<file path="config.mk">
export PLATFORM = sky130hd
export DESIGN_NAME = fac_card_end_flat
export DESIGN_NICKNAME = d
export VERILOG_FILES = /design/src/inc/fac_pkg.sv /design/src/inc/fac_if.sv /design/src/design/fac_card_end.sv /design/src/design/fac_chan_slot.sv /design/src/flat_wrapper.sv
export SDC_FILE = /design/constraint.sdc
export NUM_CORES = 1
export LEC_CHECK = 0
export BUFFER_PORTS_ARGS = -buffer_cell sky130_fd_sc_hd__buf_2
export CORE_ASPECT_RATIO = 0.7
export CORE_MARGIN = 3
export CORE_UTILIZATION = 40
export DETAILED_ROUTE_END_ITERATION = 10
export PLACE_DENSITY = 0.78
export SLEW_MARGIN = 20
export SYNTH_ARGS = -nofsm -noshare
export SYNTH_HDL_FRONTEND = slang
export SYNTH_HIERARCHICAL = 1
export SYNTH_SLANG_ARGS = --single-unit
</file>
<file path="constraint.sdc">
create_clock -name pclk -period 2.2 [get_ports pclk]
set_input_delay 0.44 -clock pclk [delete_from_list [all_inputs] [get_ports pclk]]
set_output_delay 0.44 -clock pclk [all_outputs]
set_load 0.1 [all_outputs]
</file>
<file path="src/inc/fac_pkg.sv">
// Shared constants and types for the file, authentication and channel command path
package fac_pkg;
    typedef enum logic [1:0] {
        FAC_K_DISABLE = 2'b00,
        FAC_K_RESTORE = 2'b01,
        FAC_K_AUTH = 2'b10,
        FAC_K_CHAN = 2'b11
    } fac_kind_type;

    typedef enum logic [1:0] {
        FAC_C_IDLE = 2'b00,
        FAC_C_AUTH = 2'b01,
        FAC_C_RESP = 2'b10
    } fac_card_state_type;

    typedef enum logic [1:0] {
        FAC_T_IDLE = 2'b00,
        FAC_T_SEND = 2'b01,
        FAC_T_WAIT = 2'b10
    } fac_term_state_type;

    // Selection byte of disable and restore
    localparam logic [7:0] FAC_SEL_FID = 8'h00;
    localparam logic [7:0] FAC_SEL_PATH_ROOT = 8'h08;
    localparam logic [7:0] FAC_SEL_PATH_DIR = 8'h09;
    localparam logic [7:0] FAC_P2_ZERO = 8'h00;
    localparam logic [7:0] FAC_LEN_EMPTY = 8'h00;
    localparam logic [7:0] FAC_FID_LEN = 8'h02;
    // Channel operation codes
    localparam logic [7:0] FAC_CH_OPEN = 8'h00;
    localparam logic [7:0] FAC_CH_CLOSE = 8'h80;
    localparam logic [7:0] FAC_CH_MAX = 8'h03;
    localparam int FAC_NUM_CHAN = 4;
    // Key reference field of the authentication P2
    localparam int FAC_KEY_SPEC_BIT = 7;
    localparam logic [1:0] FAC_KEY_RSV_ZERO = 2'h0;
    localparam logic [4:0] FAC_KEY_REF_MIN = 5'h01;
    localparam logic [15:0] FAC_CUR_FILE_RESET = 16'h0000;
    // Status words
    localparam logic [15:0] FAC_SW_OK = 16'h9000;
    localparam logic [15:0] FAC_SW_BAD_P1P2 = 16'h6b00;
    localparam logic [15:0] FAC_SW_BAD_DATA = 16'h6a80;
    localparam logic [15:0] FAC_SW_REFUSED = 16'h6985;
    localparam logic [15:0] FAC_SW_NO_CHAN = 16'h6a81;
    localparam logic [15:0] FAC_SW_AUTH_FAIL = 16'h6300;
    // Terminal APB register offsets
    localparam logic [7:0] FAC_OFF_CTRL = 8'h00;
    localparam logic [7:0] FAC_OFF_CMD = 8'h04;
    localparam logic [7:0] FAC_OFF_ARG = 8'h08;
    localparam logic [7:0] FAC_OFF_STAT = 8'h0c;
    localparam logic [7:0] FAC_OFF_RESP = 8'h10;
    // Field positions
    localparam int FAC_CTRL_GO = 0;
    localparam int FAC_CTRL_CLR = 1;
    localparam int FAC_CTRL_APP = 2;
    localparam int FAC_CMD_KIND_LSB = 0;
    localparam int FAC_CMD_LEP = 2;
    localparam int FAC_CMD_P1_LSB = 8;
    localparam int FAC_CMD_P2_LSB = 16;
    localparam int FAC_ARG_DATA_LSB = 0;
    localparam int FAC_ARG_LC_LSB = 16;
    localparam int FAC_ARG_LE_LSB = 24;
    localparam int FAC_STAT_BUSY = 0;
    localparam int FAC_STAT_DONE = 1;
    localparam int FAC_STAT_SW_LSB = 16;
    localparam int FAC_RESP_LEN_LSB = 8;
endpackage

</file>
<file path="src/inc/fac_if.sv">
// Command and response link between terminal end and card end
`timescale 1ns/1ns
interface fac_if;
    logic cmd_valid;
    logic cmd_ready;
    fac_pkg::fac_kind_type cmd_kind;
    logic [7:0] cmd_p1;
    logic [7:0] cmd_p2;
    logic [7:0] cmd_lc;
    logic [15:0] cmd_data;
    logic cmd_le_present;
    logic [7:0] cmd_le;
    logic rsp_valid;
    logic [15:0] rsp_sw;
    logic [7:0] rsp_len;
    logic [7:0] rsp_byte;

    modport card (
        input cmd_valid, cmd_kind, cmd_p1, cmd_p2, cmd_lc, cmd_data, cmd_le_present, cmd_le,
        output cmd_ready, rsp_valid, rsp_sw, rsp_len, rsp_byte
    );
    modport term (
        output cmd_valid, cmd_kind, cmd_p1, cmd_p2, cmd_lc, cmd_data, cmd_le_present, cmd_le,
        input cmd_ready, rsp_valid, rsp_sw, rsp_len, rsp_byte
    );
endinterface

</file>
<file path="src/design/fac_card_end.sv">
// Card end: decodes and executes file, authentication and channel commands
// Function
// - Disable deactivates file, sets its life-cycle flag
// - Deactivated file refuses all but restore
// - P1 00 id, 08 path root, 09 path
// - Data is id, path or empty; P2 zero
// - Empty data with zero P1 P2: current file
// - Restore reactivates file, clears life-cycle flag
// - Restore only when its access condition holds
// - Successful restore makes target the current file
// - Failed restore keeps current file and directory
// - Terminal selects application before authentication
// - Authentication P1 zero means implied algorithm
// - P2 b8 scope, b7-b6 zero, ref 01-1F
// - Authentication P2 zero means implied key
// - Lc is challenge length, Le answer length
// - Channel 0 always open, never closed
// - Card picks the channel on open
// - Closed channel number becomes free again
// - P1 00 opens, 80 closes, others reserved
// - P2 zero auto-assign; 01-03 only close
// - One channel byte only for P1P2 0000
// - Channel commands carry no Lc or data
`timescale 1ns/1ns
module fac_card_end #(
    parameter int NFILE = 8
) (
    input wire logic pclk,
    input wire logic presetn,
    fac_if.card link,
    input wire logic app_selected,
    input wire logic disable_ac_ok,
    input wire logic restore_ac_ok,
    input wire logic auth_done,
    input wire logic auth_ok,
    output logic auth_req,
    output logic auth_key_specific,
    output logic [4:0] auth_key_ref,
    output logic auth_implicit_alg,
    output logic auth_implicit_key,
    output logic [7:0] auth_len_in,
    output logic [7:0] auth_len_out,
    output logic [NFILE-1:0] file_off,
    output logic [15:0] cur_file,
    output logic [15:0] cur_dir,
    output logic [fac_pkg::FAC_NUM_CHAN-1:0] chan_open
);
    localparam int IW = $clog2(NFILE);

    fac_pkg::fac_card_state_type state_q, state_d;
    logic [NFILE-1:0] off_q, off_d;
    logic [15:0] cur_file_q, cur_file_d;
    logic [15:0] cur_dir_q;
    logic [15:0] sw_q, sw_d;
    logic [7:0] len_q, len_d;
    logic [7:0] byte_q, byte_d;
    logic req_q, req_d;
    logic spec_q, spec_d;
    logic [4:0] ref_q, ref_d;
    logic ialg_q, ialg_d;
    logic ikey_q, ikey_d;
    logic [7:0] lin_q, lin_d;
    logic [7:0] lout_q, lout_d;
    logic [fac_pkg::FAC_NUM_CHAN-1:0] ch_set, ch_clr;
    logic take;
    logic [15:0] target;
    logic [IW-1:0] idx;
    logic sel_ok, data_ok;
    logic [1:0] ch_free;

    assign take = link.cmd_valid && (state_q == fac_pkg::FAC_C_IDLE);
    assign link.cmd_ready = (state_q == fac_pkg::FAC_C_IDLE);
    assign link.rsp_valid = (state_q == fac_pkg::FAC_C_RESP);
    assign link.rsp_sw = sw_q;
    assign link.rsp_len = len_q;
    assign link.rsp_byte = byte_q;

    // Empty data field addresses the current file
    assign target = (link.cmd_lc == fac_pkg::FAC_LEN_EMPTY) ? cur_file_q : link.cmd_data;
    assign idx = target[IW-1:0];
    assign sel_ok = (link.cmd_p1 == fac_pkg::FAC_SEL_FID) ||
                    (link.cmd_p1 == fac_pkg::FAC_SEL_PATH_ROOT) ||
                    (link.cmd_p1 == fac_pkg::FAC_SEL_PATH_DIR);
    // Only the last path element is resolved; a path names a file id in this table
    always_comb begin
        data_ok = 1'b1;
        if (link.cmd_lc == fac_pkg::FAC_LEN_EMPTY) begin
            data_ok = (link.cmd_p1 == fac_pkg::FAC_SEL_FID);
        end else if (link.cmd_p1 == fac_pkg::FAC_SEL_FID) begin
            data_ok = (link.cmd_lc == fac_pkg::FAC_FID_LEN);
        end else begin
            data_ok = (link.cmd_lc >= fac_pkg::FAC_FID_LEN) && !link.cmd_lc[0];
        end
        if (target >= 16'(NFILE)) begin
            data_ok = 1'b0;
        end
    end

    // Lowest closed channel above the basic one
    always_comb begin
        ch_free = 2'd0;
        for (int i = fac_pkg::FAC_NUM_CHAN - 1; i >= 1; i--) begin
            if (!chan_open[i]) begin
                ch_free = 2'(i);
            end
        end
    end

    always_comb begin
        state_d = state_q;
        off_d = off_q;
        cur_file_d = cur_file_q;
        sw_d = sw_q;
        len_d = len_q;
        byte_d = byte_q;
        req_d = 1'b0;
        spec_d = spec_q;
        ref_d = ref_q;
        ialg_d = ialg_q;
        ikey_d = ikey_q;
        lin_d = lin_q;
        lout_d = lout_q;
        ch_set = '0;
        ch_clr = '0;
        case (state_q)
            fac_pkg::FAC_C_IDLE: begin
                if (take) begin
                    state_d = fac_pkg::FAC_C_RESP;
                    len_d = 8'h00;
                    byte_d = 8'h00;
                    sw_d = fac_pkg::FAC_SW_OK;
                    case (link.cmd_kind)
                        fac_pkg::FAC_K_DISABLE, fac_pkg::FAC_K_RESTORE: begin
                            if (!sel_ok || link.cmd_p2 != fac_pkg::FAC_P2_ZERO ||
                                link.cmd_le_present) begin
                                sw_d = fac_pkg::FAC_SW_BAD_P1P2;
                            end else if (!data_ok) begin
                                sw_d = fac_pkg::FAC_SW_BAD_DATA;
                            end else if (link.cmd_kind == fac_pkg::FAC_K_DISABLE) begin
                                // Already deactivated file is refused a second disable
                                if (!disable_ac_ok || off_q[idx]) begin
                                    sw_d = fac_pkg::FAC_SW_REFUSED;
                                end else begin
                                    off_d[idx] = 1'b1;
                                    cur_file_d = target;
                                end
                            end else if (!restore_ac_ok) begin
                                sw_d = fac_pkg::FAC_SW_REFUSED;
                            end else begin
                                off_d[idx] = 1'b0;
                                cur_file_d = target;
                            end
                        end
                        fac_pkg::FAC_K_AUTH: begin
                            if (link.cmd_p1 != 8'h00 ||
                                link.cmd_p2[6:5] != fac_pkg::FAC_KEY_RSV_ZERO ||
                                (link.cmd_p2 != fac_pkg::FAC_P2_ZERO &&
                                 link.cmd_p2[4:0] < fac_pkg::FAC_KEY_REF_MIN)) begin
                                sw_d = fac_pkg::FAC_SW_BAD_P1P2;
                            end else if (!app_selected) begin
                                sw_d = fac_pkg::FAC_SW_REFUSED;
                            end else begin
                                state_d = fac_pkg::FAC_C_AUTH;
                                req_d = 1'b1;
                                ialg_d = (link.cmd_p1 == 8'h00);
                                ikey_d = (link.cmd_p2 == fac_pkg::FAC_P2_ZERO);
                                spec_d = link.cmd_p2[fac_pkg::FAC_KEY_SPEC_BIT];
                                ref_d = link.cmd_p2[4:0];
                                lin_d = link.cmd_lc;
                                lout_d = link.cmd_le_present ? link.cmd_le : 8'h00;
                            end
                        end
                        default: begin
                            if (link.cmd_lc != fac_pkg::FAC_LEN_EMPTY) begin
                                sw_d = fac_pkg::FAC_SW_BAD_DATA;
                            end else if (link.cmd_p1 == fac_pkg::FAC_CH_OPEN) begin
                                if (link.cmd_p2 != fac_pkg::FAC_P2_ZERO) begin
                                    sw_d = fac_pkg::FAC_SW_BAD_P1P2;
                                end else if (ch_free == 2'd0) begin
                                    sw_d = fac_pkg::FAC_SW_NO_CHAN;
                                end else begin
                                    ch_set[ch_free] = 1'b1;
                                    len_d = 8'h01;
                                    byte_d = {6'h00, ch_free};
                                end
                            end else if (link.cmd_p1 == fac_pkg::FAC_CH_CLOSE) begin
                                // Zero P2 would name the basic channel
                                if (link.cmd_p2 == fac_pkg::FAC_P2_ZERO ||
                                    link.cmd_p2 > fac_pkg::FAC_CH_MAX) begin
                                    sw_d = fac_pkg::FAC_SW_BAD_P1P2;
                                end else if (!chan_open[link.cmd_p2[1:0]]) begin
                                    sw_d = fac_pkg::FAC_SW_NO_CHAN;
                                end else begin
                                    ch_clr[link.cmd_p2[1:0]] = 1'b1;
                                end
                            end else begin
                                sw_d = fac_pkg::FAC_SW_BAD_P1P2;
                            end
                        end
                    endcase
                end
            end
            fac_pkg::FAC_C_AUTH: begin
                if (auth_done) begin
                    state_d = fac_pkg::FAC_C_RESP;
                    sw_d = auth_ok ? fac_pkg::FAC_SW_OK : fac_pkg::FAC_SW_AUTH_FAIL;
                    len_d = auth_ok ? lout_q : 8'h00;
                end
            end
            fac_pkg::FAC_C_RESP: begin
                state_d = fac_pkg::FAC_C_IDLE;
            end
            default: begin
                state_d = fac_pkg::FAC_C_IDLE;
            end
        endcase
    end

    always_ff @(posedge pclk or negedge presetn) begin
        if (!presetn) begin
            state_q <= fac_pkg::FAC_C_IDLE;
            off_q <= '0;
            cur_file_q <= fac_pkg::FAC_CUR_FILE_RESET;
            cur_dir_q <= fac_pkg::FAC_CUR_FILE_RESET;
            sw_q <= fac_pkg::FAC_SW_OK;
            len_q <= 8'h00;
            byte_q <= 8'h00;
            req_q <= 1'b0;
            spec_q <= 1'b0;
            ref_q <= 5'h00;
            ialg_q <= 1'b0;
            ikey_q <= 1'b0;
            lin_q <= 8'h00;
            lout_q <= 8'h00;
        end else begin
            state_q <= state_d;
            off_q <= off_d;
            cur_file_q <= cur_file_d;
            cur_dir_q <= cur_dir_q;
            sw_q <= sw_d;
            len_q <= len_d;
            byte_q <= byte_d;
            req_q <= req_d;
            spec_q <= spec_d;
            ref_q <= ref_d;
            ialg_q <= ialg_d;
            ikey_q <= ikey_d;
            lin_q <= lin_d;
            lout_q <= lout_d;
        end
    end

    assign chan_open[0] = 1'b1;
    for (genvar g = 1; g < fac_pkg::FAC_NUM_CHAN; g++) begin : g_chan
        fac_chan_slot u_slot (
            .pclk(pclk),
            .presetn(presetn),
            .open_set(ch_set[g]),
            .open_clr(ch_clr[g]),
            .is_open(chan_open[g])
        );
    end

    assign auth_req = req_q;
    assign auth_key_specific = spec_q;
    assign auth_key_ref = ref_q;
    assign auth_implicit_alg = ialg_q;
    assign auth_implicit_key = ikey_q;
    assign auth_len_in = lin_q;
    assign auth_len_out = lout_q;
    assign file_off = off_q;
    assign cur_file = cur_file_q;
    assign cur_dir = cur_dir_q;
endmodule // fac_card_end

</file>
<file path="src/design/fac_chan_slot.sv">
// Open flag of one logical channel
`timescale 1ns/1ns
module fac_chan_slot (
    input wire logic pclk,
    input wire logic presetn,
    input wire logic open_set,
    input wire logic open_clr,
    output logic is_open
);
    logic open_q;
    logic open_d;

    always_comb begin
        open_d = open_q;
        if (open_clr) begin
            open_d = 1'b0;
        end
        if (open_set) begin
            open_d = 1'b1;
        end
    end

    always_ff @(posedge pclk or negedge presetn) begin
        if (!presetn) begin
            open_q <= 1'b0;
        end else begin
            open_q <= open_d;
        end
    end

    assign is_open = open_q;
endmodule // fac_chan_slot

</file>
<file path="src/flat_wrapper.sv">
// flat-port wrapper written by rule: the top's interface ports become plain ports
module fac_card_end_flat 
#(
    parameter int NFILE = 8
)
  (pclk, presetn, app_selected, disable_ac_ok, restore_ac_ok, auth_done, auth_ok, auth_req, auth_key_specific, auth_key_ref, auth_implicit_alg, auth_implicit_key, auth_len_in, auth_len_out, file_off, cur_file, cur_dir, chan_open, link_cmd_valid, link_cmd_kind, link_cmd_p1, link_cmd_p2, link_cmd_lc, link_cmd_data, link_cmd_le_present, link_cmd_le, link_cmd_ready, link_rsp_valid, link_rsp_sw, link_rsp_len, link_rsp_byte);
  fac_if link_i ();
  input wire logic pclk;
  input wire logic presetn;
  input wire logic app_selected;
  input wire logic disable_ac_ok;
  input wire logic restore_ac_ok;
  input wire logic auth_done;
  input wire logic auth_ok;
  output logic auth_req;
  output logic auth_key_specific;
  output logic [4:0] auth_key_ref;
  output logic auth_implicit_alg;
  output logic auth_implicit_key;
  output logic [7:0] auth_len_in;
  output logic [7:0] auth_len_out;
  output logic [NFILE-1:0] file_off;
  output logic [15:0] cur_file;
  output logic [15:0] cur_dir;
  output logic [fac_pkg::FAC_NUM_CHAN-1:0] chan_open;
  input wire logic [$bits(link_i.cmd_valid)-1:0] link_cmd_valid;
  input wire logic [$bits(link_i.cmd_kind)-1:0] link_cmd_kind;
  input wire logic [$bits(link_i.cmd_p1)-1:0] link_cmd_p1;
  input wire logic [$bits(link_i.cmd_p2)-1:0] link_cmd_p2;
  input wire logic [$bits(link_i.cmd_lc)-1:0] link_cmd_lc;
  input wire logic [$bits(link_i.cmd_data)-1:0] link_cmd_data;
  input wire logic [$bits(link_i.cmd_le_present)-1:0] link_cmd_le_present;
  input wire logic [$bits(link_i.cmd_le)-1:0] link_cmd_le;
  output wire logic [$bits(link_i.cmd_ready)-1:0] link_cmd_ready;
  output wire logic [$bits(link_i.rsp_valid)-1:0] link_rsp_valid;
  output wire logic [$bits(link_i.rsp_sw)-1:0] link_rsp_sw;
  output wire logic [$bits(link_i.rsp_len)-1:0] link_rsp_len;
  output wire logic [$bits(link_i.rsp_byte)-1:0] link_rsp_byte;
  assign link_i.cmd_valid = link_cmd_valid;
  assign link_i.cmd_kind = link_cmd_kind;
  assign link_i.cmd_p1 = link_cmd_p1;
  assign link_i.cmd_p2 = link_cmd_p2;
  assign link_i.cmd_lc = link_cmd_lc;
  assign link_i.cmd_data = link_cmd_data;
  assign link_i.cmd_le_present = link_cmd_le_present;
  assign link_i.cmd_le = link_cmd_le;
  assign link_cmd_ready = link_i.cmd_ready;
  assign link_rsp_valid = link_i.rsp_valid;
  assign link_rsp_sw = link_i.rsp_sw;
  assign link_rsp_len = link_i.rsp_len;
  assign link_rsp_byte = link_i.rsp_byte;
  fac_card_end #(.NFILE(NFILE)) u_core (.pclk(pclk), .presetn(presetn), .link(link_i), .app_selected(app_selected), .disable_ac_ok(disable_ac_ok), .restore_ac_ok(restore_ac_ok), .auth_done(auth_done), .auth_ok(auth_ok), .auth_req(auth_req), .auth_key_specific(auth_key_specific), .auth_key_ref(auth_key_ref), .auth_implicit_alg(auth_implicit_alg), .auth_implicit_key(auth_implicit_key), .auth_len_in(auth_len_in), .auth_len_out(auth_len_out), .file_off(file_off), .cur_file(cur_file), .cur_dir(cur_dir), .chan_open(chan_open));
endmodule
</file>
# Yosys cells after proc, flatten, opt, wreduce, memory -nomap -nowiden
# Cells that the tools add are included.
op_classes:
  n_eq_ne: 11
  n_shift: 0
  n_mul: 0
  addsub: 0
  div_mod_pow: 0
  mux: 89
  order_cmp: 10
  n_bitwise: 5
  n_reduce_logical: 39
op_table:
  columns: ["cell", "n"]
  rows:
  - ["16-bit two-way mux", 21]
  - ["8-bit two-way mux", 15]
  - ["16-bit case mux with 2 select lines", 2]
  - ["4-bit two-way mux", 15]
  - ["8-bit zero test", 3]
  - ["8-bit nonzero test", 3]
  - ["1-bit two-way mux", 20]
  - ["2-bit two-way mux", 9]
  - ["8-bit by 4-bit equality test with 1-bit output, second input constant", 2]
  - ["16-bit by 4-bit >= comparator with 1-bit output, second input constant", 1]
  - ["8-bit case mux with 2 select lines", 1]
  - ["2-bit nonzero test", 6]
  - ["8-bit AND", 1]
  - ["8-bit by 2-bit equality test with 1-bit output, second input constant", 1]
  - ["8-bit equality test, second input constant", 1]
  - ["8-bit by 2-bit >= comparator with 1-bit output, second input constant", 1]
  - ["8-bit by 2-bit > comparator with 1-bit output, second input constant", 1]
  - ["1-bit logical OR", 8]
  - ["8-bit NOT", 1]
  - ["8-bit bitwise OR", 1]
  - ["7-bit AND reduction", 1]
  - ["1-bit logical AND", 6]
  - ["2-bit zero test", 3]
  - ["2-bit by 3-bit less-than comparator with 1-bit output, second input constant", 2]
  - ["other kinds (20)", 29]
totals:
  wordCells: 170
  output_inout_bits: 103
  ramBits: 0
  regBits: 86
  in_bits: 59
  latchBits: 0
  memories: 0
  rom_bits: 0

# Depth between registers and ports, before layout
# Gate-level depths: netlist of the first run.
logic_depth:
  word_depth: 15
  mapped_depth: 10
  mapped_depth_nobuf: 8

# By module
# The synthesis of the first run kept the hierarchy.
by_module_without_submodules:
  columns: ["mod", "cells_each", "area_each_um2", "seq_area_each_um2", "instances"]
  rows:
  - ["fac_card_end", 413, 3698.5, 1727.9, 1]
  - ["fac_chan_slot", 3, 36.3, 25.0, 3]

# Worst setup path before layout of the first run
# No wires, ideal clock.
synth_timing:
  path_kind: "input -> register"
  from: "in link_cmd_lc[3]"
  to: "reg with a tool-made name"
  path_stages: 9
  setup_ps: 128
  path_buffers: 2
  path_slack_ps: -982
  required_time_ps: 2072
  arrival_ps: 3054
  cell_sequence: "or4_1 buf_2 or3_4 or4_4 a221oi_2 and3_1 buf_6 nand4b_1 mux2_1"
synth_lines:
  columns: ["element", "line_no", "rtl"]
  rows:
  - ["start, declared", "flat_wrapper.sv:30", "input wire logic [$bits(link_i.cmd_lc)-1:0] link_cmd_lc;"]

==> results.rst, run 1 <==
.. list-table::
   :header-rows: 1

   * - Metric
     - Value
   * - Syn-to-layout area delta
     - 44.6%
   * - Dpl cells
     - 726
   * - Clk pin slew, worst setup/hold paths
     - 60 ps
   * - Final estimated routing congestion in global placement
     - 0.882
   * - Longest individual stage delay on the worst path
     - 540 ps
   * - Proportion of power drawn by the clock network
     - 0.395
   * - Remaining design rule violation count
     - 0
   * - Maximum clock path buffer count
     - 2
   * - Number of enable flip-flop cells after synthesis
     - 0
   * - Starting DRT DRC Count
     - 196
   * - Library cell with the largest summed area after synthesis
     - dfrtp_1
   * - Distinct cell type count of the synthesized netlist
     - 54
   * - Switching power share of the total
     - 0.334
   * - Highest fanout seen on the critical path
     - 5
   * - Finished Cell Area
     - 5500 sq um
   * - Number of instances in the synthesized netlist
     - 422
   * - HP Class
     - input port to async pin
   * - CTS tree
     - done
   * - Number of nets at the end of the flow
     - 675
   * - Dpl cell area
     - 5050 sq um
   * - Least setup slack across all paths after layout
     - -656 ps
   * - Placeable core region
     - 9180 sq um
   * - Failing checks
     - negative setup slack
   * - Sequential group share of total power
     - 0.398
   * - Final antenna diode count
     - 0
   * - Hold Fails Final Rpt
     - 0
   * - Sum of overflow across all layers after global routing
     - 0
   * - Number of warnings reported in the yosys synthesis log
     - 6
   * - Most repeated cell in the gate-level netlist after synthesis
     - nand2_1
   * - Count of H-tree levels built during CTS
     - 3
   * - Top cell types by occurrence after synthesis
     - nand2_1 (96), dfrtp_1 (71), buf_4 (31)
   * - WS Path Type
     - input port to register
   * - Number of setup violations in the final report
     - 32
   * - Post-synth ARST share
     - 1.00
   * - Arrival time at the worst endpoint
     - 3080 ps
   * - Clock Skews
     - 7.38 ps
   * - #FFs+latches synth
     - 72
   * - Placed wire-length estimate
     - 9.13 mm
   * - Die W
     - 123 um
   * - Top cell type's share of synthesized area
     - 0.467
   * - Final clock period utilization by the worst path
     - 1.30
   * - Total routing usage reported by global routing
     - 0.220
   * - Vias in the first global route
     - 3634
   * - Iteration count of the initial detailed-routing pass
     - 5
   * - Wire length of the first global-routing pass
     - 18.3 mm
   * - Smallest hold slack
     - 50.2 ps
   * - Via/cell ratio
     - 5.17
   * - Hold-fix buffers at CTS
     - 0
   * - Highest Clock Rate
     - 350 MHz
   * - Layout filler cell count
     - 819
   * - Normalized max-slew margin
     - 0.664
   * - Count of buffers from port buffering
     - 132
   * - Top post-synthesis cells by area
     - dfrtp_1 (47%), nand2_1 (9.5%), buf_4 (6.1%), nand3_1 (3.0%), mux2_1 (3.0%)
   * - Part of the power in combinational logic
     - 0.207
   * - Aggregate routed wire length
     - 12.1 mm
   * - Origin of the critical flop-to-flop path
     - u_core/cur_file[3]
   * - Worst R2R Setup Slack
     - -270 ps
   * - Post-DRT Antenna Nets
     - 0
   * - Fraction of final layout cells with drive strength greater than 1
     - 0.442
   * - Total Die Area
     - 10700 sq um
   * - Post-route non-filler standard cell count
     - 744
   * - Worst path cell trace
     - buf_6 > or4_4 > or3_4 > or4_4 > a221oi_4 > and3_4 > nand4b_1 > mux2_4
   * - Site Rows
     - 29
   * - Net load switching power
     - 1.14 mW
   * - Slew of the pin with the lowest slew margin
     - 504 ps
   * - Total number of clock tree sinks
     - 72
   * - RSZ-0062 raised after global routing
     - true
   * - Data required, critical path
     - 2420 ps
   * - Max Cap Violations
     - 0
   * - Via count of the routed design
     - 3846
   * - Num CTS Buffers
     - 9
   * - Average instance area after synthesis
     - 9.02 sq um
   * - Clock Latency Late Sink
     - 330 ps
   * - Post-route minimum period
     - 2860 ps
   * - Most frequent cell on the critical path
     - or4_4
   * - Top-Level Pins
     - 162
   * - Number of cells traversed by the worst register-to-register path
     - 7
   * - Int Power
     - 2.27 mW
   * - Total count of max-transition violations in the final report
     - 0
   * - Initial core utilization
     - 0.415
   * - Routed wire length per instance
     - 16.2 um
   * - Kind of capture point of the worst setup path
     - register
   * - CTS root buffer
     - clkbuf_16
   * - Pin count of the biggest net entering global routing
     - 41
   * - Highest-delay cell along the critical path
     - or4_4
   * - Crit start category
     - input port
   * - Post-layout total power
     - 3.41 mW
   * - Top FF cell, synth
     - dfrtp_1
   * - Die Span Y
     - 87.6 um
   * - Area of the mapped netlist
     - 3810 sq um
   * - Proportion of synthesized chip area in sequential cells
     - 0.474
   * - Worst ir drop on vdd
     - 0.000436 V
   * - Total power divided by cell area
     - 619 nW/um^2
   * - Initial antenna violation count
     - 0
   * - Result of the run
     - finished with violations
   * - Static leakage power
     - 3.01 nW
-- stage by stage --
stage               worst slack (ps)  utilization  setup TNS, ps
floorplan                       -954            -         -26620
detailed placement             -1070        0.550         -31740
finish                          -656        0.600         -17560
CTS                             -665        0.588         -19230
global route                    -704        0.600         -19210
global placement               -1010        0.550         -30340
-- what timing repair did --
action,4_1_cts,5_1_grt
buffers inserted,2,1
gates cloned,1,1
gates resized for setup,14,31
pin swaps,15,17
endpoints found under the setup margin,32,34
-- kinds of logic (layout without fill, tap and decap cells) --
logic type,Yosys count,after routing,synth area share
multiplexers,14,14,0.0407
other,2,29,0.00197
buffers and inverters,58,228,0.0904
AO/OA/AOI/OAI,67,67,0.122
flip-flops,72,72,0.474
AND/OR/NAND/NOR,209,210,0.271
-- power groups by stage --
stage	registers, mW	clock network (mW)	logic [mW]
after floorplan	1.50	0	0.406
after global placement	1.38	0	0.677
after detailed placement	1.38	0	0.686
after CTS	1.36	1.38	0.697
after global routing	1.36	1.44	0.739
final	1.36	1.35	0.705
-- how the worst max path moves through the flow --
stage | end | from | cells after the start | slack, ps
finish | register | link_cmd_lc[5] | 8 | -660
global route | register | link_cmd_lc[5] | 8 | -700
CTS | register | link_cmd_lc[5] | 8 | -670
detailed placement | register | link_cmd_lc[3] | 9 | -1070
global placement | register | link_cmd_lc[3] | 9 | -1010
floorplan | register | link_cmd_lc[3] | 9 | -950
-- final cells by class --
| class | instances | area [sq um] | area share |
|---|---|---|---|
| clock inverters | 5 | 33.8 | 0.00614 |
| multi-input cells | 320 | 2000 | 0.363 |
| repair buffers | 203 | 1240 | 0.225 |
| inverters | 10 | 37.5 | 0.00682 |
| well taps | 124 | 155 | 0.0282 |
| clock buffers | 10 | 239 | 0.0434 |
| flip-flops and latches | 72 | 1800 | 0.328 |
-- critical path, delay by kind of cell --
kind / cells / cell delay [ps]
compound gates: 1 / 350
buf+inv: 1 / 90
mux: 1 / 330
simple gates: 5 / 1860
-- metal layers --
layer | track usage | share of wire | vias up
met3 | 0.0678 | 0.077 | 29
met2 | 0.333 | 0.47 | 150
met4 | 0.0843 | 0.021 | 0
li1 | - | - | 1800
met1 | 0.297 | 0.44 | 1867
met5 | 0 | 0 | -
-- cells in the final DEF (no fill, tap or decap), drive strengths merged, types with 2 or more instances in the layout --
cell and n:
clkinvlp 2, clkinv 3, a21o 7, nor4 11, nor2b 3, mux2 12
a21oi 10, o31ai 4, a211oi 4, and2 16, or4 4, clkbuf 10
nand4b 6, conb 29, a211o 2, nand2 97, nand4 3, a311oi 3
a22o 3, nor2 18, a31oi 5, nand3 24, o21ai 17, o311ai 2
and3b 2, dfrtp 71, inv 10, buf 203, nand2b 8, nor3 8
o22ai 2, mux2i 2, and3 4
Power figures use the tool's default switching activity.
==> run 2, diff against run 1 <==
--- a/config.mk
+++ b/config.mk
@@ -5,7 +5,7 @@
 export SDC_FILE = /design/constraint.sdc
 export NUM_CORES = 1
 export LEC_CHECK = 0
-export BUFFER_PORTS_ARGS = -buffer_cell sky130_fd_sc_hd__buf_2
+export BUFFER_PORTS_ARGS = -buffer_cell sky130_fd_sc_hd__buf_4
 export CORE_ASPECT_RATIO = 0.7
 export CORE_MARGIN = 3
 export CORE_UTILIZATION = 40
==> constraint.sdc (replaced) <==
create_clock -name pclk -period 2.4 [get_ports pclk]
set_input_delay 0.48 -clock pclk [delete_from_list [all_inputs] [get_ports pclk]]
set_output_delay 0.48 -clock pclk [all_outputs]
set_load 0.1 [all_outputs]
==> run 2 against run 1 <==
The flow still finishes with violations (negative setup slack); global-route usage decreased by 0.052 points; non-clock buffer count decreased by 13; register-to-register slack improved by 160 ps; sequential power decreased by 8%; via count decreased by 3.4%; power decreased by 4.5%; critical path type unchanged; largest cell class unchanged; highest routed layer unchanged.
==> results.rst, run 2 (synthesized netlist as in run 1, its figures left out) <==
.. list-table::
   :header-rows: 1

   * - Metric
     - Value
   * - Wire length of the first global-routing pass
     - 18.3 mm (about the same)
   * - Kind of capture point of the worst setup path
     - register (unchanged)
   * - Leading cell type in the layout, fill and taps excluded
     - buf_4 (was buf_2)
   * - Top-Level Pins
     - 162 (unchanged)
   * - Placed wire-length estimate
     - 8.83 mm (was 9.13 mm)
   * - Syn-to-layout area delta
     - 49.9% (was 44.6%)
   * - Crit start category
     - input port (unchanged)
   * - Arrival time at the worst endpoint
     - 3100 ps (was 3080 ps)
   * - Final clock period utilization by the worst path
     - 1.20
   * - Normalized max-slew margin
     - 0.658 (was 0.664)
   * - Total count of max-transition violations in the final report
     - 0 (unchanged)
   * - Number of nets at the end of the flow
     - 662 (was 675)
   * - Via count of the routed design
     - 3717 (was 3846)
   * - Sum of overflow across all layers after global routing
     - 0 (unchanged)
   * - Site Rows
     - 29 (unchanged)
   * - Busiest layer in global routing
     - met2 (unchanged)
   * - Starting DRT DRC Count
     - 138 (was 196)
   * - Number of cells traversed by the worst register-to-register path
     - 8 (was 7)
   * - Count of H-tree levels built during CTS
     - 3 (unchanged)
   * - Final estimated routing congestion in global placement
     - 0.913 (was 0.882)
   * - Maximum clock path buffer count
     - 2 (unchanged)
   * - Area occupied by registers
     - 1800 sq um (unchanged)
   * - Vias in the first global route
     - 3638 (was 3634)
   * - Num CTS Buffers
     - 9 (unchanged)
   * - HP Class
     - input port to async pin (unchanged)
   * - Total power divided by cell area
     - 570 nW/um^2 (was 619 nW/um^2)
   * - Final antenna diode count
     - 0 (unchanged)
   * - Post-DRT Antenna Nets
     - 0 (unchanged)
   * - Hold Fails Final Rpt
     - 0 (unchanged)
   * - RSZ-0062 raised after global routing
     - true (unchanged)
   * - Highest fanout seen on the critical path
     - 4 (was 5)
   * - Met1 track demand over resource in global routing
     - 0.288 (was 0.297)
   * - Result of the run
     - finished with violations (unchanged)
   * - Die W
     - 123 um (unchanged)
   * - Via/cell ratio
     - 5.08 (was 5.17)
   * - Met3 track utilization from global routing
     - 0.0613 (was 0.0678)
   * - Max Cap Violations
     - 0 (unchanged)
   * - Post-route minimum period
     - 2880 ps
   * - Clk pin slew, worst setup/hold paths
     - 60 ps (about the same)
   * - Static leakage power
     - 3.01 nW (about the same)
   * - CTS root buffer
     - clkbuf_16 (unchanged)
   * - Aggregate routed wire length
     - 11.7 mm (was 12.1 mm)
   * - Initial core utilization
     - 0.415 (unchanged)
   * - Fraction of final layout cells with drive strength greater than 1
     - 0.410 (was 0.442)
   * - Worst R2R Setup Slack
     - -110 ps (was -270 ps)
   * - Die Span Y
     - 87.6 um (unchanged)
   * - Placeable core region
     - 9180 sq um (unchanged)
   * - Failing checks
     - negative setup slack (unchanged)
   * - Routed wire length per instance
     - 16.0 um (was 16.2 um)
   * - Remaining design rule violation count
     - 0 (unchanged)
   * - Area used by multi-input combinational logic
     - 1910 sq um (was 2000 sq um)
   * - Clock Skews
     - 7.33 ps (was 7.38 ps)
   * - Initial antenna violation count
     - 0 (unchanged)
   * - Layout filler cell count
     - 799 (was 819)
   * - Post-layout util
     - 0.622 (was 0.600)
   * - Data required, critical path
     - 2620 ps (was 2420 ps)
   * - Hold-fix buffers at CTS
     - 0 (unchanged)
   * - Count of buffers from port buffering
     - 132 (unchanged)
   * - Highest Clock Rate
     - 348 MHz
   * - Clock Latency Late Sink
     - 340 ps (was 330 ps)
   * - Pin count of the biggest net entering global routing
     - 42 (was 41)
   * - CTS tree
     - done (unchanged)
   * - Finished Cell Area
     - 5710 sq um (was 5500 sq um)
   * - Least setup slack across all paths after layout
     - -477 ps (was -656 ps)
   * - Commonest cells after routing, fill and taps aside
     - buf_4 (182), nand2_1 (96), dfrtp_1 (71) (was buf_2 (130), nand2_1 (94), dfrtp_1 (71))
   * - Total Die Area
     - 10700 sq um (unchanged)
   * - Worst ir drop on vdd
     - 0.000386 V (was 0.000436 V)
   * - Total number of clock tree sinks
     - 72 (unchanged)
   * - WS Path Type
     - input port to register (unchanged)
   * - Met2 track demand over resource
     - 0.357 (was 0.333)
   * - Slew of the pin with the lowest slew margin
     - 512 ps (was 504 ps)
   * - Total routing usage reported by global routing
     - 0.219 (was 0.220)
   * - Dpl cell area
     - 5290 sq um (was 5050 sq um)
   * - Number of setup violations in the final report
     - 32 (unchanged)
   * - Iteration count of the initial detailed-routing pass
     - 5 (unchanged)
## run 2: cell types whose count changed in the layout (fill, tap and decap cells not counted), sizes merged
cell	delta
bufinv	+1
clkinvlp	-1
clkbuf	+1
inv	+1
buf	-14
## run 2: final timing paths
path	endpoint	startpoint
worst max-delay path	u_core/link.rsp_sw[14]	link_cmd_lc[3]
worst min-delay path	u_core/cur_file[1]	presetn
worst max register to register	u_core/link.rsp_sw[14]	u_core/cur_file[3]
worst min register to register	u_core/auth_implicit_key	u_core/auth_implicit_key
max in group asynchronous	u_core/auth_len_in[7]	presetn
min in group pclk	u_core/auth_key_ref[4]	link_cmd_p2[4]
## run 2: worst max-delay path, stage by stage
cell and delay, ps:
buf_6 90, or4_4 540, or3_4 350, or4_4 550
a221oi_4 330, buf_4 190, a22o_1 170, a31oi_1 120
a211o_1 270
## run 2: power breakdown
group | switching, mW | internal, mW
registers | 0.0131 | 1.23
logic | 0.507 | 0.162
clock network | 0.531 | 0.810
total | 1.05 | 2.20
## run 2: cell type report
cell class | instances | share of cell area
well taps | 124 | 0.0272
multi-input cells | 320 | 0.334
repair buffers | 190 | 0.264
inverters | 10 | 0.00658
clock buffers | 10 | 0.0401
clock inverters | 6 | 0.0121
flip-flops and latches | 72 | 0.316
## run 2: what timing repair did
item                       4_1_cts  5_1_grt
gates resized for setup          6       23
pin swaps                        4        9
hold endpoints to repair         0        0
gates cloned                     1        1
setup buffers                    0        0
setup endpoints to repair       32       32
## run 2: metal layers
layer	up-vias	wire (um)
li1	1776	-
met2	135	5480
met4	0	180
met5	-	0
met3	17	806
met1	1789	5220
## run 2: through the flow
step	setup slack, ps	power, mW	hold slack, ps	cells	TNS [ps]
floorplan	-794	1.75	184	449	-21470
global placement	-795	1.92	450	715	-23580
detailed placement	-873	1.93	448	715	-25270
CTS	-496	3.28	89.9	731	-13460
global route	-546	3.38	104	732	-14790
finish	-477	3.26	80.6	732	-12930
==> run 3, diff against run 2 <==
--- a/config.mk
+++ b/config.mk
@@ -14,5 +14,4 @@
 export SLEW_MARGIN = 20
 export SYNTH_ARGS = -nofsm -noshare
 export SYNTH_HDL_FRONTEND = slang
-export SYNTH_HIERARCHICAL = 1
 export SYNTH_SLANG_ARGS = --single-unit
==> run 3 against run 2 <==
The flow still finishes with violations (negative setup slack); largest power group unchanged; non-clock buffer count rose by 5; clock skew rose by 2.7 ps; clock power rose by 13%; power rose by 7.0%; via count fell by 3.3%.
==> results.rst, run 3 <==
.. list-table::
   :header-rows: 1

   * - Metric
     - Value
   * - Result of the run
     - finished with violations (unchanged)
   * - Failing checks
     - negative setup slack (unchanged)
   * - Post-DRT Antenna Nets
     - 0 (unchanged)
   * - Hold Fails Final Rpt
     - 0 (unchanged)
   * - Post-layout total power
     - 3.48 mW (was 3.26 mW)
   * - Number of setup violations in the final report
     - 17 (was 32)
   * - RSZ-0062 raised after global routing
     - true (unchanged)
   * - Site Rows
     - 29 (unchanged)
   * - Vias in the first global route
     - 3587 (was 3638)
   * - Clock Latency Late Sink
     - 330 ps (was 340 ps)
   * - Top cell types by occurrence after synthesis
     - dfrtp_1 (71), nand2_1 (45), buf_4 (35) (was nand2_1 (96), dfrtp_1 (71), buf_4 (31))
   * - Clock Skews
     - 10.0 ps (was 7.33 ps)
   * - Total routing usage reported by global routing
     - 0.212 (was 0.219)
   * - Worst ir drop on vdd
     - 0.000481 V (was 0.000386 V)
   * - Die Span Y
     - 87.7 um (was 87.6 um)
   * - Highest fanout seen on the critical path
     - 5 (was 4)
   * - Clk pin slew, worst setup/hold paths
     - 60 ps (about the same)
   * - Final antenna diode count
     - 0 (unchanged)
   * - Cell depth of the worst setup path
     - 10 (was 9)
   * - Crit start category
     - input port (unchanged)
   * - Iteration count of the initial detailed-routing pass
     - 5 (unchanged)
   * - Aggregate routed wire length
     - 11.6 mm (was 11.7 mm)
   * - Final estimated routing congestion in global placement
     - 0.858 (was 0.913)
   * - Distinct cell type count of the synthesized netlist
     - 63 (was 54)
   * - Post-synth ARST share
     - 1.00 (unchanged)
   * - Max Cap Violations
     - 0 (unchanged)
   * - Via/cell ratio
     - 5.20 (was 5.08)
   * - Wire length of the first global-routing pass
     - 17.7 mm (was 18.3 mm)
   * - Total Die Area
     - 10800 sq um (was 10700 sq um)
   * - Total number of clock tree sinks
     - 72 (unchanged)
   * - Static leakage power
     - 2.86 nW (was 3.01 nW)
   * - Least setup slack across all paths after layout
     - -184 ps (was -477 ps)
   * - Number of nets at the end of the flow
     - 623 (was 662)
   * - CTS root buffer
     - clkbuf_16 (unchanged)
   * - Number of enable flip-flop cells after synthesis
     - 0 (unchanged)
   * - Data required, critical path
     - 2610 ps (was 2620 ps)
   * - Library cell with the largest summed area after synthesis
     - dfrtp_1 (unchanged)
   * - Post-route non-filler standard cell count
     - 692 (was 732)
   * - Sum of overflow across all layers after global routing
     - 0 (unchanged)
   * - CTS tree
     - done (unchanged)
   * - Initial core utilization
     - 0.415 (about the same)
   * - Average instance area after synthesis
     - 10.1 sq um (was 9.02 sq um)
   * - Crit path max-delay family
     - compound AO/OA/AOI/OAI gates (was simple AND/OR/NAND/NOR gates)
   * - Most frequent cell on the critical path
     - buf_6 (was or4_4)
   * - Final clock period utilization by the worst path
     - 1.08 (was 1.20)
   * - Finished Cell Area
     - 5870 sq um (was 5710 sq um)
   * - Arrival time at the worst endpoint
     - 2790 ps (was 3100 ps)
   * - Total power divided by cell area
     - 593 nW/um^2 (was 570 nW/um^2)
   * - Number of warnings reported in the yosys synthesis log
     - 0 (was 6)
   * - Syn-to-layout area delta
     - 54.0% (was 49.9%)
   * - Normalized max-slew margin
     - 0.399 (was 0.658)
   * - Top FF cell, synth
     - dfrtp_1 (unchanged)
   * - Total count of max-transition violations in the final report
     - 0 (unchanged)
   * - Combined buffer and inverter count along the critical path
     - 3 (was 2)
   * - Count of H-tree levels built during CTS
     - 3 (unchanged)
   * - Number of cells traversed by the worst register-to-register path
     - 8 (unchanged)
   * - Worst R2R Setup Slack
     - -50 ps (was -110 ps)
   * - Origin of the critical flop-to-flop path
     - u_core.cur_file[0] (was u_core/cur_file[3])
   * - Die W
     - 123 um (about the same)
   * - Highest-delay cell along the critical path
     - or4_4 (unchanged)
   * - Kind of capture point of the worst setup path
     - register (unchanged)
   * - Post-route minimum period
     - 2580 ps (was 2880 ps)
   * - Routed wire length per instance
     - 16.8 um (was 16.0 um)
   * - Starting DRT DRC Count
     - 301 (was 138)
   * - Worst path cell trace
     - buf_8 > or4_4 > o21ai_4 > a21bo_1 > a21oi_2 > o31a_4 > buf_6 > buf_6 > nor4_4 > mux2_4 (was buf_6 > or4_4 > or3_4 > or4_4 > a221oi_4 > buf_4 > a22o_1 > a31oi_1 > a211o_1)
   * - Remaining design rule violation count
     - 0 (unchanged)
   * - Origin of the worst setup path
     - link_cmd_lc[7] (was link_cmd_lc[3])
   * - Proportion of synthesized chip area in sequential cells
     - 0.473 (was 0.474)
   * - Area of the mapped netlist
     - 3810 sq um (about the same)
   * - Initial antenna violation count
     - 0 (unchanged)
   * - Placeable core region
     - 9180 sq um (unchanged)
   * - Fraction of final layout cells with drive strength greater than 1
     - 0.500 (was 0.410)
   * - Most repeated cell in the gate-level netlist after synthesis
     - dfrtp_1 (was nand2_1)
   * - Count of buffers from port buffering
     - 132 (unchanged)
   * - Highest Clock Rate
     - 387 MHz (was 348 MHz)
   * - Dpl cells
     - 658 (was 715)
   * - Pin count of the biggest net entering global routing
     - 73 (was 42)
   * - Leading cell type in the layout, fill and taps excluded
     - buf_4 (unchanged)
   * - Number of instances in the synthesized netlist
     - 377 (was 422)
   * - Commonest cells after routing, fill and taps aside
     - buf_4 (181), dfrtp_1 (65), nand2_1 (44) (was buf_4 (182), nand2_1 (96), dfrtp_1 (71))
   * - Top-Level Pins
     - 162 (unchanged)
   * - Via count of the routed design
     - 3596 (was 3717)
   * - Placed wire-length estimate
     - 8.47 mm (was 8.83 mm)
   * - HP Class
     - input port to async pin (unchanged)
   * - Top post-synthesis cells by area
     - dfrtp_1 (47%), buf_4 (6.9%), mux2_2 (4.4%), nand2_1 (4.4%), o21ai_0 (3.5%) (was dfrtp_1 (47%), nand2_1 (9.5%), buf_4 (6.1%), nand3_1 (3.0%), mux2_1 (3.0%))
   * - Num CTS Buffers
     - 9 (unchanged)
   * - Maximum clock path buffer count
     - 2 (unchanged)
   * - Dpl cell area
     - 5160 sq um (was 5290 sq um)
   * - Top cell type's share of synthesized area
     - 0.466 (was 0.467)
   * - WS Path Type
     - input port to register (unchanged)
   * - Longest individual stage delay on the worst path
     - 580 ps (was 550 ps)
   * - #FFs+latches synth
     - 72 (unchanged)
   * - Slew of the pin with the lowest slew margin
     - 901 ps (was 512 ps)
[run 3: cells by family after synthesis]
kind of cell | synth area share
simple gates | 0.224
flops | 0.473
compound gates | 0.126
buf+inv | 0.0899
mux | 0.0850
other cells | 0.00197
[run 3: layout make-up]
cell class                 instances  area, sq um
tap                              124          155
clock inverter                     3         90.1
sequential                        72         1810
multi-input combinational        281         2030
fill                             740         3310
inverter                           5         18.8
clock buffer                      12          246
timing repair buffer             195         1510
[run 3: worst min-delay path by stage]
stage / slack [ps] / end
finish: 290 / u_core.cur_file[14]
global route: 360 / async pin
CTS: 320 / u_core.auth_len_out[7]
detailed placement: 470 / u_core.auth_implicit_alg
global placement: 450 / u_core.auth_implicit_alg
floorplan: 180 / async pin
[run 3: worst register-to-register path, delay by kind of cell (launching register included)]
kind / cells / cell delay (ps)
muxes: 2 / 800
and+or+nand+nor: 3 / 450
DFF: 1 / 410
AOI/OAI and AO/OA: 1 / 410
buffers and inverters: 2 / 250
[run 3: through the flow]
stage               TNS [ps]   util  hold WS, ps  worst slack, ps
floorplan              -1390      -          184             -143
global placement       -9300  0.562          454             -435
detailed placement    -11720  0.562          470             -588
CTS                     -581  0.621          319             -108
global route           -2970  0.639          363             -208
finish                 -1390  0.639          286             -184
[run 3: power by group]
group	switching, mW	total, mW	internal (mW)
Combinational	0.536	0.721	0.184
Clock	0.478	1.52	1.04
Sequential	0.0136	1.25	1.23
[run 3: layer usage]
| layer | track usage | share of wire | wire length (um) |
|---|---|---|---|
| met5 | 0 | 0 | 0 |
| met4 | 0.0783 | 0.017 | 197 |
| met3 | 0.0665 | 0.075 | 873 |
| met2 | 0.349 | 0.49 | 5750 |
| met1 | 0.265 | 0.41 | 4810 |
[run 3: timing repair]
action	in CTS	in global routing
setup endpoints to repair	16	28
resized for setup	25	24
hold buffers	0	0
buffers inserted	9	8
gates cloned	1	1
pin swaps	9	13
